### src/shared/pci_pkg.sv
// package: register map, field layout and carrier types for the pin change interrupt block
package pci_pkg;
	localparam int          PCI_PINS          = 8;
	localparam int          PCI_ADR_W         = 4;
	// byte offsets of the 32-bit registers
	localparam logic [3:0]  PCI_OFF_RISE      = 4'h0;
	localparam logic [3:0]  PCI_OFF_FALL      = 4'h4;
	localparam logic [3:0]  PCI_OFF_FLAGS     = 4'h8;
	localparam logic [3:0]  PCI_OFF_CTRL      = 4'hC;
	// control register fields
	localparam int          PCI_CTRL_IRQ_EN   = 0;
	localparam int          PCI_CTRL_PENDING  = 1;
	localparam logic [7:0]  PCI_RESET_BYTE    = 8'h00;

	typedef struct packed {
		logic        cyc;
		logic        stb;
		logic        we;
		logic [3:0]  sel;
		logic [3:0]  adr;
		logic [31:0] dat;
	} pci_wb_req_type;

	typedef struct packed {
		logic        ack;
		logic [31:0] dat;
	} pci_wb_rsp_type;
endpackage

### src/hw/pci_top.sv
// module: pin change detection with per-pin edge enables, sticky flags and sleep wake
`timescale 1ns/100ps
//****************************************
// Notes on behaviour
// - a set rise enable bit makes its pin detect rising edges; reset clears all eight.
// - a set fall enable bit makes its pin detect falling edges; reset clears all eight.
// - a flag sets on an enabled rising or falling edge and otherwise holds unless software writes it.
// - flags are set by hardware, read and written by software, writing zero clears, reset clears.
// - an enabled edge in the same cycle as a flag write leaves that flag set whatever was written.
// - in sleep an enabled edge wakes the core when the module interrupt enable is set.
// - an edge seen in sleep is in the flags before the core runs its first instruction.
// - both enables set on a pin detect rising and falling edges alike.
// - with the module enable clear, detection and flags go on but no request is raised.
// - the pending bit is the or of all eight flags.
//****************************************
module pci_top
	import pci_pkg::*;
(
	// clock and reset
	input  wire logic                core_clk_i,
	input  wire logic                rst_b_i,
	// wishbone slave
	input  wire logic                wb_cyc_i,
	input  wire logic                wb_stb_i,
	input  wire logic                wb_we_i,
	input  wire logic [3:0]          wb_sel_i,
	input  wire logic [3:0]          wb_adr_i,
	input  wire logic [31:0]         wb_dat_i,
	output logic                     wb_ack_o,
	output logic [31:0]              wb_dat_o,
	// pins and core status
	input  wire logic [7:0]          watched_pin_i,
	input  wire logic                core_sleep_i,
	output logic                     change_irq_pending_o,
	output logic                     change_irq_o,
	output logic                     wake_o
);

	//****************************************
	// pin synchroniser and edge detect
	//****************************************
	logic [7:0]  sync1_q, sync2_q, prev_q;
	logic [7:0]  sync1_d, sync2_d, prev_d;
	logic [7:0]  rise_edge_enable_q, rise_edge_enable_d;
	logic [7:0]  fall_edge_enable_q, fall_edge_enable_d;
	logic [7:0]  pin_change_flags_q, pin_change_flags_d;
	logic        change_irq_enable_q, change_irq_enable_d;
	logic        ack_q, ack_d;
	logic [31:0] rdat_q, rdat_d;
	logic [7:0]  hit;
	logic        acc;
	pci_wb_req_type req;

	assign req = '{cyc: wb_cyc_i, stb: wb_stb_i, we: wb_we_i, sel: wb_sel_i, adr: wb_adr_i, dat: wb_dat_i};
	assign acc = req.cyc && req.stb && !ack_q;

	// the first stage feeds only the second; edges are judged on sync2 against prev
	// a pulse shorter than one clock may be missed: the price of metastability safety
	always_comb
	begin
		sync1_d = watched_pin_i;
		sync2_d = sync1_q;
		prev_d  = sync2_q;
	end

	always_ff @(posedge core_clk_i or negedge rst_b_i)
	begin
		if (!rst_b_i)
		begin
			sync1_q <= PCI_RESET_BYTE;
			sync2_q <= PCI_RESET_BYTE;
			prev_q  <= PCI_RESET_BYTE;
		end
		else
		begin
			sync1_q <= sync1_d;
			sync2_q <= sync2_d;
			prev_q  <= prev_d;
		end
	end

	genvar g;
	generate
		for (g = 0; g < PCI_PINS; g++)
		begin : g_pin
			assign hit[g] = (rise_edge_enable_q[g] && sync2_q[g] && !prev_q[g])
				|| (fall_edge_enable_q[g] && !sync2_q[g] && prev_q[g]);
		end
	endgenerate

	//****************************************
	// register file
	//****************************************
	function automatic logic wr_to(input pci_wb_req_type r, input logic [3:0] off);
		wr_to = r.we && r.sel[0] && (r.adr == off);
	endfunction

	always_comb
	begin
		rise_edge_enable_d  = rise_edge_enable_q;
		fall_edge_enable_d  = fall_edge_enable_q;
		pin_change_flags_d  = pin_change_flags_q;
		change_irq_enable_d = change_irq_enable_q;
		ack_d  = acc;
		rdat_d = rdat_q;
		if (acc && wr_to(req, PCI_OFF_RISE))
			rise_edge_enable_d = req.dat[7:0];
		if (acc && wr_to(req, PCI_OFF_FALL))
			fall_edge_enable_d = req.dat[7:0];
		if (acc && wr_to(req, PCI_OFF_FLAGS))
			pin_change_flags_d = req.dat[7:0];
		if (acc && wr_to(req, PCI_OFF_CTRL))
			change_irq_enable_d = req.dat[PCI_CTRL_IRQ_EN];
		// set wins over a simultaneous write
		pin_change_flags_d = pin_change_flags_d | hit;
		if (acc && !req.we)
		begin
			rdat_d = 32'h0000_0000;
			case (req.adr)
				PCI_OFF_RISE:  rdat_d[7:0] = rise_edge_enable_q;
				PCI_OFF_FALL:  rdat_d[7:0] = fall_edge_enable_q;
				PCI_OFF_FLAGS: rdat_d[7:0] = pin_change_flags_q;
				PCI_OFF_CTRL:
				begin
					rdat_d[PCI_CTRL_IRQ_EN]  = change_irq_enable_q;
					rdat_d[PCI_CTRL_PENDING] = |pin_change_flags_q;
				end
				default:       rdat_d = 32'h0000_0000;
			endcase
		end
	end

	always_ff @(posedge core_clk_i or negedge rst_b_i)
	begin
		if (!rst_b_i)
		begin
			rise_edge_enable_q  <= PCI_RESET_BYTE;
			fall_edge_enable_q  <= PCI_RESET_BYTE;
			pin_change_flags_q  <= PCI_RESET_BYTE;
			change_irq_enable_q <= 1'b0;
			ack_q  <= 1'b0;
			rdat_q <= 32'h0000_0000;
		end
		else
		begin
			rise_edge_enable_q  <= rise_edge_enable_d;
			fall_edge_enable_q  <= fall_edge_enable_d;
			pin_change_flags_q  <= pin_change_flags_d;
			change_irq_enable_q <= change_irq_enable_d;
			ack_q  <= ack_d;
			rdat_q <= rdat_d;
		end
	end

	//****************************************
	// outputs
	//****************************************
	pci_wb_rsp_type rsp;
	assign rsp = '{ack: ack_q, dat: rdat_q};
	assign wb_ack_o = rsp.ack;
	assign wb_dat_o = rsp.dat;
	assign change_irq_pending_o = |pin_change_flags_q;
	assign change_irq_o = change_irq_pending_o && change_irq_enable_q;
	// wake follows the flags, so the flag is already stored when the core resumes
	assign wake_o = core_sleep_i && change_irq_o;

	// every pin is watched, not only the ones the bench happens to toggle
	generate
		for (g = 0; g < PCI_PINS; g++)
		begin : g_pin_chk

		end
	endgenerate
endmodule // pci_top

### config.mk
export PLATFORM = sky130hd
export DESIGN_NAME = pci_top
export DESIGN_NICKNAME = d
export VERILOG_FILES = /design/src/shared/pci_pkg.sv /design/src/hw/pci_top.sv
export SDC_FILE = /design/constraint.sdc
export NUM_CORES = 1
export LEC_CHECK = 0
export BUFFER_PORTS_ARGS = -buffer_cell sky130_fd_sc_hd__buf_2
export CAP_MARGIN = 20
export CORE_MARGIN = 5
export CORE_UTILIZATION = 30
export CTS_CLUSTER_DIAMETER = 120
export DETAILED_ROUTE_END_ITERATION = 16
export PLACE_DENSITY = 0.56
export SYNTH_ARGS = -nofsm -noshare
export SYNTH_HDL_FRONTEND = slang
export SYNTH_SLANG_ARGS = --single-unit
### constraint.sdc
create_clock -name core_clk_i -period 1.3 [get_ports core_clk_i]
set_input_delay 0.13 -clock core_clk_i [delete_from_list [all_inputs] [get_ports core_clk_i]]
set_output_delay 0.13 -clock core_clk_i [all_outputs]
set_load 0.01 [all_outputs]
After elaboration in Yosys (flattened, before gate mapping)
Index checks and enable logic that the tools add are counted.
{"block": "totals", "elab_cells": 90, "reg_bits": 58, "out_inout_bits": 36, "inputBits": 54}
{"block": "op_classes", "muxes": 3, "n_eq_ne": 3, "reduce_logical": 74, "bitwise_logic": 1}
{"op": "logical AND 1 bit", "count": 46}
{"op": "logical NOT 1 bit", "count": 18}
{"op": "one-hot mux 6 bit (3 select lines)", "count": 1}
{"op": "equality test 4 bit (second input constant)", "count": 2}
{"op": "logical OR 1 bit", "count": 8}
{"op": "two-way mux 8 bit", "count": 1}
{"op": "bitwise OR 8 bit", "count": 1}
{"op": "one-hot mux 2 bit (4 select lines)", "count": 1}
{"op": "OR reduction 8 bit", "count": 1}
{"op": "equality test 4 x 3 -> 1 bit (second input constant)", "count": 1}
{"op": "logical NOT 4 bit", "count": 1}

Longest topological paths before layout
Gate-level depths: netlist of the first run.
{"block": "depth", "ltp_word": 5, "ltp_mapped": 5}

Worst setup path after synthesis of the first run
OpenSTA, ideal clock, no wires.
{"block": "synth_path", "path_type": "register to register", "from": "register pin_change_flags_q[4]", "to": "register rdat_q[1], in the netlist wb_dat_o[1]", "arrival_ps": 1297, "path_stages_with_launch": 5, "slack_ps": -117, "path_buffers": 0, "synth_period_minus_slack_ps": 1417, "cell_sequence": "dfrtp_1 -> nor4_1 -> nand2_1 -> a221o_1 -> a22o_1"}
{"block": "synth_between", "elab_chain_len": 2}
{"element": "from (decl)", "line_no": "pci_top.sv:46", "text": "logic [7:0] pin_change_flags_q, pin_change_flags_d;"}
{"element": "from (signal assigned)", "line_no": "pci_top.sv:148", "text": "pin_change_flags_q <= pin_change_flags_d;"}
{"element": "OR reduction 8 bit"}
{"element": "net change_irq_pending_o", "line_no": "pci_top.sv:34", "text": "output logic change_irq_pending_o,"}
{"element": "one-hot mux 2 bit (4 select lines)", "line_no": "pci_top.sv:119", "text": "case (req.adr)"}
{"element": "to (signal assigned)", "line_no": "pci_top.sv:151", "text": "rdat_q <= rdat_d;"}
{"element": "to (decl)", "line_no": "pci_top.sv:49", "text": "logic [31:0] rdat_q, rdat_d;"}
The timed path passes the listed nets, and every way through them passes these cells.
A chain may end at the register's enable or synchronous reset.

Final worst setup path of the first run
{"block": "layout_path", "from": "register pin_change_flags_q[4]", "to": "output wake_o"}
{"block": "layout_between", "elab_chain_len": 3}
{"element": "OR reduction 8 bit", "line_no": "pci_top.sv:162", "text": "assign change_irq_pending_o = |pin_change_flags_q;"}
{"element": "logical AND 1 bit", "line_no": "pci_top.sv:163", "text": "assign change_irq_o = change_irq_pending_o && change_irq_enable_q;"}
{"element": "logical AND 1 bit", "line_no": "pci_top.sv:165", "text": "assign wake_o = core_sleep_i && change_irq_o;"}
{"element": "to (decl)", "line_no": "pci_top.sv:36", "text": "output logic wake_o"}
Every way passes these cells.

==> results.md, run 1 <==
* Status: finished, violations left
* Failing checks: setup timing
* LEAKAGE at about 1.5 nW
* #FFs+latches synth at 58
* Routability cong. at between 0.7 and 0.8
* DP HPWL at ~3600 um
* Core footprint at 8130 um2
* CTS tree: done
* Routed wire length at 5270 um
* Wire per inst at between 10 and 15 um
* PortBufs at 38
* Num CTS Buffers at 9
* Crit. End Element: primary output
* Drc violations at 0
* Post-DRT Antenna Nets at 0
* Min-delay src: wb_dat_i[7]
* Clk buf depth at 2
* CP startpoint: pin_change_flags_q[4]
* Final setup fails at 36
* Sequential cell area fraction in the yosys report at between 50% and 60%
* Synth area leaders: dfrtp_1 59%, mux2_2 7.7%, buf_4 7.3%, a22o_1 2.8%, o21ai_0 2.8%
* Setup WS post-layout at -0.387 ns
* Initial antenna violation count at 0
* Clock-pin slew on the worst setup and hold paths at ~0.060 ns
* Crit path kind: flop to primary output
* Setup TNS Final at -3.86 ns
* Reg-to-Reg Start: pin_change_flags_q[4]
* Height of the die at around 100 um
* Leading area contributor after synthesis: dfrtp_1
* Cell Rows at 33
* I/O pins at 90
* Fin nets at 331
* Fin cells at around 390
* Clock Latency Late Sink at between 0.3 and 0.4 ns
* Final hold violation count at 0
* Syn Area/Cell at between 10 and 15 um2
* Synth top area share at between 50% and 60%
* Initial Utilization at a little under a third
* Mapped Area at approximately 2500 um2
* Post-route clock period utilization at 130%
* Filler cells at roughly 780
* Vias at 1725
* Slew Viols, Final at 0
* Setup Skew at 0.00621 ns
* Placed cell count at 358
* Largest net degree at the start of global routing at 59
* Final hold slack at between 0.07 and 0.08 ns
* RSZ-0062 raised after global routing: yes
* Worst path required time at roughly 1.2 ns
* Slew margin rel. at 62.7%
* Period minus WS final at between 1.5 and 2 ns
* GRT Total Usage at roughly 11%
* Die width at a little over 100 um
* Vias/cell at roughly 4.5
* CTS Sinks at 58
* Post-synthesis cell type count at 29
* CP arrival at 1.56 ns
* N_diodes at 0
* Die area at 10200 um2
* Pwr dens at ~1100 nW/um2
* Maximum clock rate at 0.593 GHz
* Max-cap violation count at 0
* GRT overflow at 0
* Yosys warns at 0
* Pre-antenna DRT Iters at 4
* Htree depth at 3
* Vias in the first global route at 1801
* Post-synthesis cell count at approximately 200
* Synth-to-Final Area Change at 34.4%
* Max VDD drop at roughly 0.55 mV
* HP Class: input pin to flop
* Global-route wire length before repair at about 8700 um
* Initial DRC Count at ~110
* Dpl ws at -0.138 ns
* Worst-path maximum fanout at 3
* Layout cells sized above 1 at between 40% and 50%
* Nature of the critical path startpoint: flop
* Worst-margin pin slew at approximately 0.56 ns
* CTS Root Buffer Type: clkbuf_8
[through the flow]
stage	util (%)	total power, W	area, um2
final	40.9	0.00380	3330
after global routing	40.9	0.00400	3330
after CTS	40.8	0.00386	3320
after detailed placement	35.0	0.00239	2850
after global placement	35.0	0.00238	2850
after floorplan	-	0.00224	2570
[sequential cells by signal, summed over array words and instances (netlist names), 8 cells and up]
| name | count |
|---|---|
| fall_edge_enable_q | 8 |
| pin_change_flags_q | 8 |
| prev_d | 8 |
| prev_q | 8 |
| rise_edge_enable_q | 8 |
| sync1_q | 8 |
| wb_dat_o | 8 |
[final timing paths]
path | end | cells past startpoint | slack [ns]
setup / recovery | wake_o | 5 | -0.39
hold / removal | fall_edge_enable_q[7] | 2 | 0.08
setup reg to reg | wb_dat_o[1] | 5 | -0.23
hold reg to reg | prev_d[1] | 0 | 0.34
max in group asynchronous | sync1_q[0] | 3 | 0.72
min in group asynchronous | sync1_q[7] | 3 | 0.33
[where the power goes]
group	total, W	switching, W	internal [W]
sequential	0.00198	0.0000690	0.00192
clock	0.00139	0.000655	0.000735
combinational	0.000429	0.000218	0.000211
[per-layer routing]
metal,global-route usage [%],vias to the layer above,share of wire (%)
met2,18.3,54,49
met1,13.2,841,41
li1,-,816,-
met3,4.29,14,7.2
met4,5.39,0,2.4
met5,0,-,0
[cell families (layout without fill, tap and decap cells)]
logic type      after synthesis  in the layout  share of synthesized area, %
compound gates               32             32                          7.88
flops                        58             58                          58.6
mux                          24             24                          11.1
simple gates                 58             58                          13.6
buf+inv                      29             86                          8.74
other cells                   1             24                         0.151
[layout make-up]
| type | instances | area, um2 | area share, % |
|---|---|---|---|
| clock buffers | 13 | 149 | 4.47 |
| clock inverters | 3 | 15.0 | 0.451 |
| multi-input cells | 138 | 1060 | 31.8 |
| flip-flops and latches | 58 | 1450 | 43.6 |
| well taps | 105 | 131 | 3.95 |
| repair buffers | 70 | 526 | 15.8 |
[cells in the mapped netlist]
cell type  instances
nor3_1             9
nor4_1             2
buf_4             24
nand2_2            2
nand4b_2           1
conb_1             1
buf_2              2
nor2_1             9
a21oi_1            9
a22o_1             8
and3_1             1
nand2b_1           1
mux2_2            17
buf_6              2
and2_4             1
mux2i_1            6
and4bb_2           1
clkbuf_1           1
or4b_1             1
and2_1             2
dfrtp_1           58
nand2_1           17
a221o_1            1
nor4_4             1
nand3b_1           8
and3b_2            1
o21ai_0           14
mux4_2             1
nor2b_1            1
[worst max-delay path, stage by stage, from the launching register on]
cell     delay (ns)
dfrtp_1        0.40
nor4_2         0.30
nand2_1        0.13
buf_6          0.14
and3_4         0.16
buf_6          0.11
[cell usage in the layout (no fill, tap or decap), types with 9 or more instances in the layout]
cell and n:
nand2_1 16, nor2_1 9, clkbuf_8 10, buf_2 36, mux2_2 17, conb_1 24
buf_4 15, dfrtp_1 58, o21ai_0 14, dlygate4sd3_1 9
[repair_timing]
item / CTS / global route
pin swaps: 6 / 3
hold endpoints to repair: 66 / 0
hold buffers: 9 / 0
gates resized for setup: 28 / 9
endpoints found under the setup margin: 34 / 36
cloned: 1 / 0
setup buffers: 5 / 0
Note: power is estimated with default switching activity, not from simulation.
==> run 2: changes to the inputs <==
Settings changed: CORE_MARGIN 5 to default, CORE_UTILIZATION 30 to 44, PLACE_DENSITY 0.56 to 0.76.
==> run 2 against run 1 <==
  * The flow still finishes with violations (setup timing)
  * Combinational power up 5.6%
  * Via count is 4.5% higher
  * Die area is 42% lower
  * Sequential power about the same
  * Setup slack worse by 0.041 ns
==> results.md, run 2 (synthesis gave the netlist of run 1 again) <==
* Flop pwr share at about half
* Routed wire length at between 5000 and 6000 um
* Crit. End Element: primary output
* Most frequent cells in the layout: 58 x dfrtp_1, 37 x buf_2, 24 x conb_1
* Height of the die at between 70 and 80 um
* CP max stage delay at between 0.3 and 0.4 ns
* Failing checks: setup timing
* CP arrival at around 1.6 ns
* R2R setup slack at -0.17 ns
* Vias in the first global route at 1815
* Initial DRC Count at about 130
* Status: finished, violations left
* Fin nets at around 340
* Final hold violation count at 0
* Most common cell after layout, fill and taps aside: dfrtp_1
* PortBufs at 38
* I/O pins at 90
* CTS Sinks at just under 60
* Min-delay src: wb_dat_i[7]
* Post-DRT Antenna Nets at 0
* Synth-to-Final Area Change at 34.7%
* R2R depth at 4
* Max-cap violation count at 0
* Setup WS post-layout at -0.428 ns
* GRT Total Usage at a little under a fifth
* Cell Rows at 26
* Fin cells at between 300 and 400
* Terminus of the critical flop-to-flop path: wb_dat_o[1]
* Clk buf depth at 2
* Htree depth at 3
* CP Cell Sequence: nor4_2 -> nand2_1 -> buf_6 -> and3_4 -> buf_6
* Initial antenna violation count at 0
* Clock-pin slew on the worst setup and hold paths at roughly 0.06 ns
* Critical Path Most Common Cell: buf_6
* Die area at just under 6000 um2
* Period minus WS final at around 1.7 ns
* N_diodes at 0
* Switching Share at 24.7%
* Nature of the critical path startpoint: flop
* Logic pwr share at between 10% and 20%
* DP HPWL at ~3400 um
* Final hold slack at just over 0.08 ns
* Final total power at roughly 0.0039 W
* Worst path required time at 1.17 ns
* Largest net degree at the start of global routing at 24
* Global-route wire length before repair at 8520 um
* Pre-antenna DRT Iters at 4
* Vias at between 1500 and 2000
* Die width at 77.0 um
* LEAKAGE at 1.58 nW
* CTS tree: done
* Setup Skew at between 0.007 and 0.008 ns
* Slew Viols, Final at 0
* Worst-path maximum fanout at 3
* Layout cells sized above 1 at approximately 43%
* Maximum clock rate at a little under 0.6 GHz
* Placed cell count at 327
* Pwr dens at between 1000 and 1500 nW/um2
* Hold Crit Depth at 2
* Filler cells at approximately 400
* RSZ-0062 raised after global routing: yes
* Drc violations at 0
* P_int at between 0.002 and 0.003 W
* Post-layout instance area at about 3300 um2
* Clock Latency Late Sink at 0.33 ns
* Slowest CP cell: dfrtp_1
* CTS Root Buffer Type: clkbuf_8
* Max VDD drop at approximately 0.74 mV
* Core footprint at 5270 um2
* Wire per inst at 14.9 um
* Sw Pwr at around 0.00096 W
* Setup TNS Final at -4.17 ns
* Slew margin rel. at between 60% and 70%
* Num CTS Buffers at 9
* Routability cong. at roughly 0.8
* GRT overflow at 0
* Reg-to-Reg Start: pin_change_flags_q[4]
* Clock power share at 37.0%
* Initial Utilization at 47.0%
* Crit path kind: flop to primary output
* Worst-margin pin slew at 0.590 ns
* HP Class: input pin to flop
* Worst Hold End: fall_edge_enable_q[7]
* Vias/cell at 5.03
* Cell Area, Placed at roughly 2800 um2
* Final setup fails at 36
* Post-route clock period utilization at 133%
## run 2: per-stage QoR
step | setup WS, ns | util, %
floorplan | -0.0948 | -
detailed placement | -0.171 | 53.8
CTS | -0.403 | 61.8
global route | -0.465 | 63.3
global placement | -0.183 | 53.8
finish | -0.428 | 63.3
## run 2: per-layer routing
| layer | global-route usage, % | routed length [um] |
|---|---|---|
| met3 | 5.48 | 276 |
| met2 | 31.1 | 2730 |
| met1 | 23.2 | 2150 |
| met5 | 0 | 0 |
| met4 | 10.0 | 173 |
## run 2: layout make-up
class | count | area, um2 | area share [%]
Clock buffer | 12 | 155 | 4.65
Timing Repair Buffer | 77 | 567 | 17.0
Tap cell | 70 | 87.6 | 2.62
Multi-Input combinational cell | 138 | 1060 | 31.8
Sequential cell | 58 | 1450 | 43.5
Clock inverter | 3 | 15.0 | 0.450
## run 2: repair_timing
item,in CTS,in global routing
hold buffers,9,0
pin swaps,7,7
gates cloned,1,0
hold endpoints to repair,21,0
endpoints found under the setup margin,31,36
setup buffers,3,3
resized for setup,25,12
## run 2: how the worst max path moves through the flow
| stage | startpoint | endpoint | slack, ns | depth (start not counted) |
|---|---|---|---|---|
| detailed placement | pin_change_flags_q[1] | wb_dat_o[1] | -0.17 | 4 |
| global placement | pin_change_flags_q[0] | wb_dat_o[1] | -0.18 | 4 |
| floorplan | wb_ack_o | wb_dat_o[2] | -0.09 | 5 |
| CTS | pin_change_flags_q[4] | wake_o | -0.40 | 5 |
| finish | pin_change_flags_q[4] | wake_o | -0.43 | 5 |
| global route | pin_change_flags_q[4] | wake_o | -0.47 | 5 |
## run 2: critical path, delay by kind of cell (launching register included)
family,cells,cell delay [ns]
flip-flops,1,0.39
AND/OR/NAND/NOR,3,0.63
buffers and inverters,2,0.25
## run 2: power by group through the flow
stage,clock network (W),registers [W],logic (W)
3_5_place_dp,0,0.00201,0.000378
4_1_cts,0.00147,0.00198,0.000432
2_1_floorplan,0,0.00201,0.000235
3_3_place_gp,0,0.00201,0.000366
5_1_grt,0.00155,0.00200,0.000494
6_report,0.00143,0.00199,0.000453
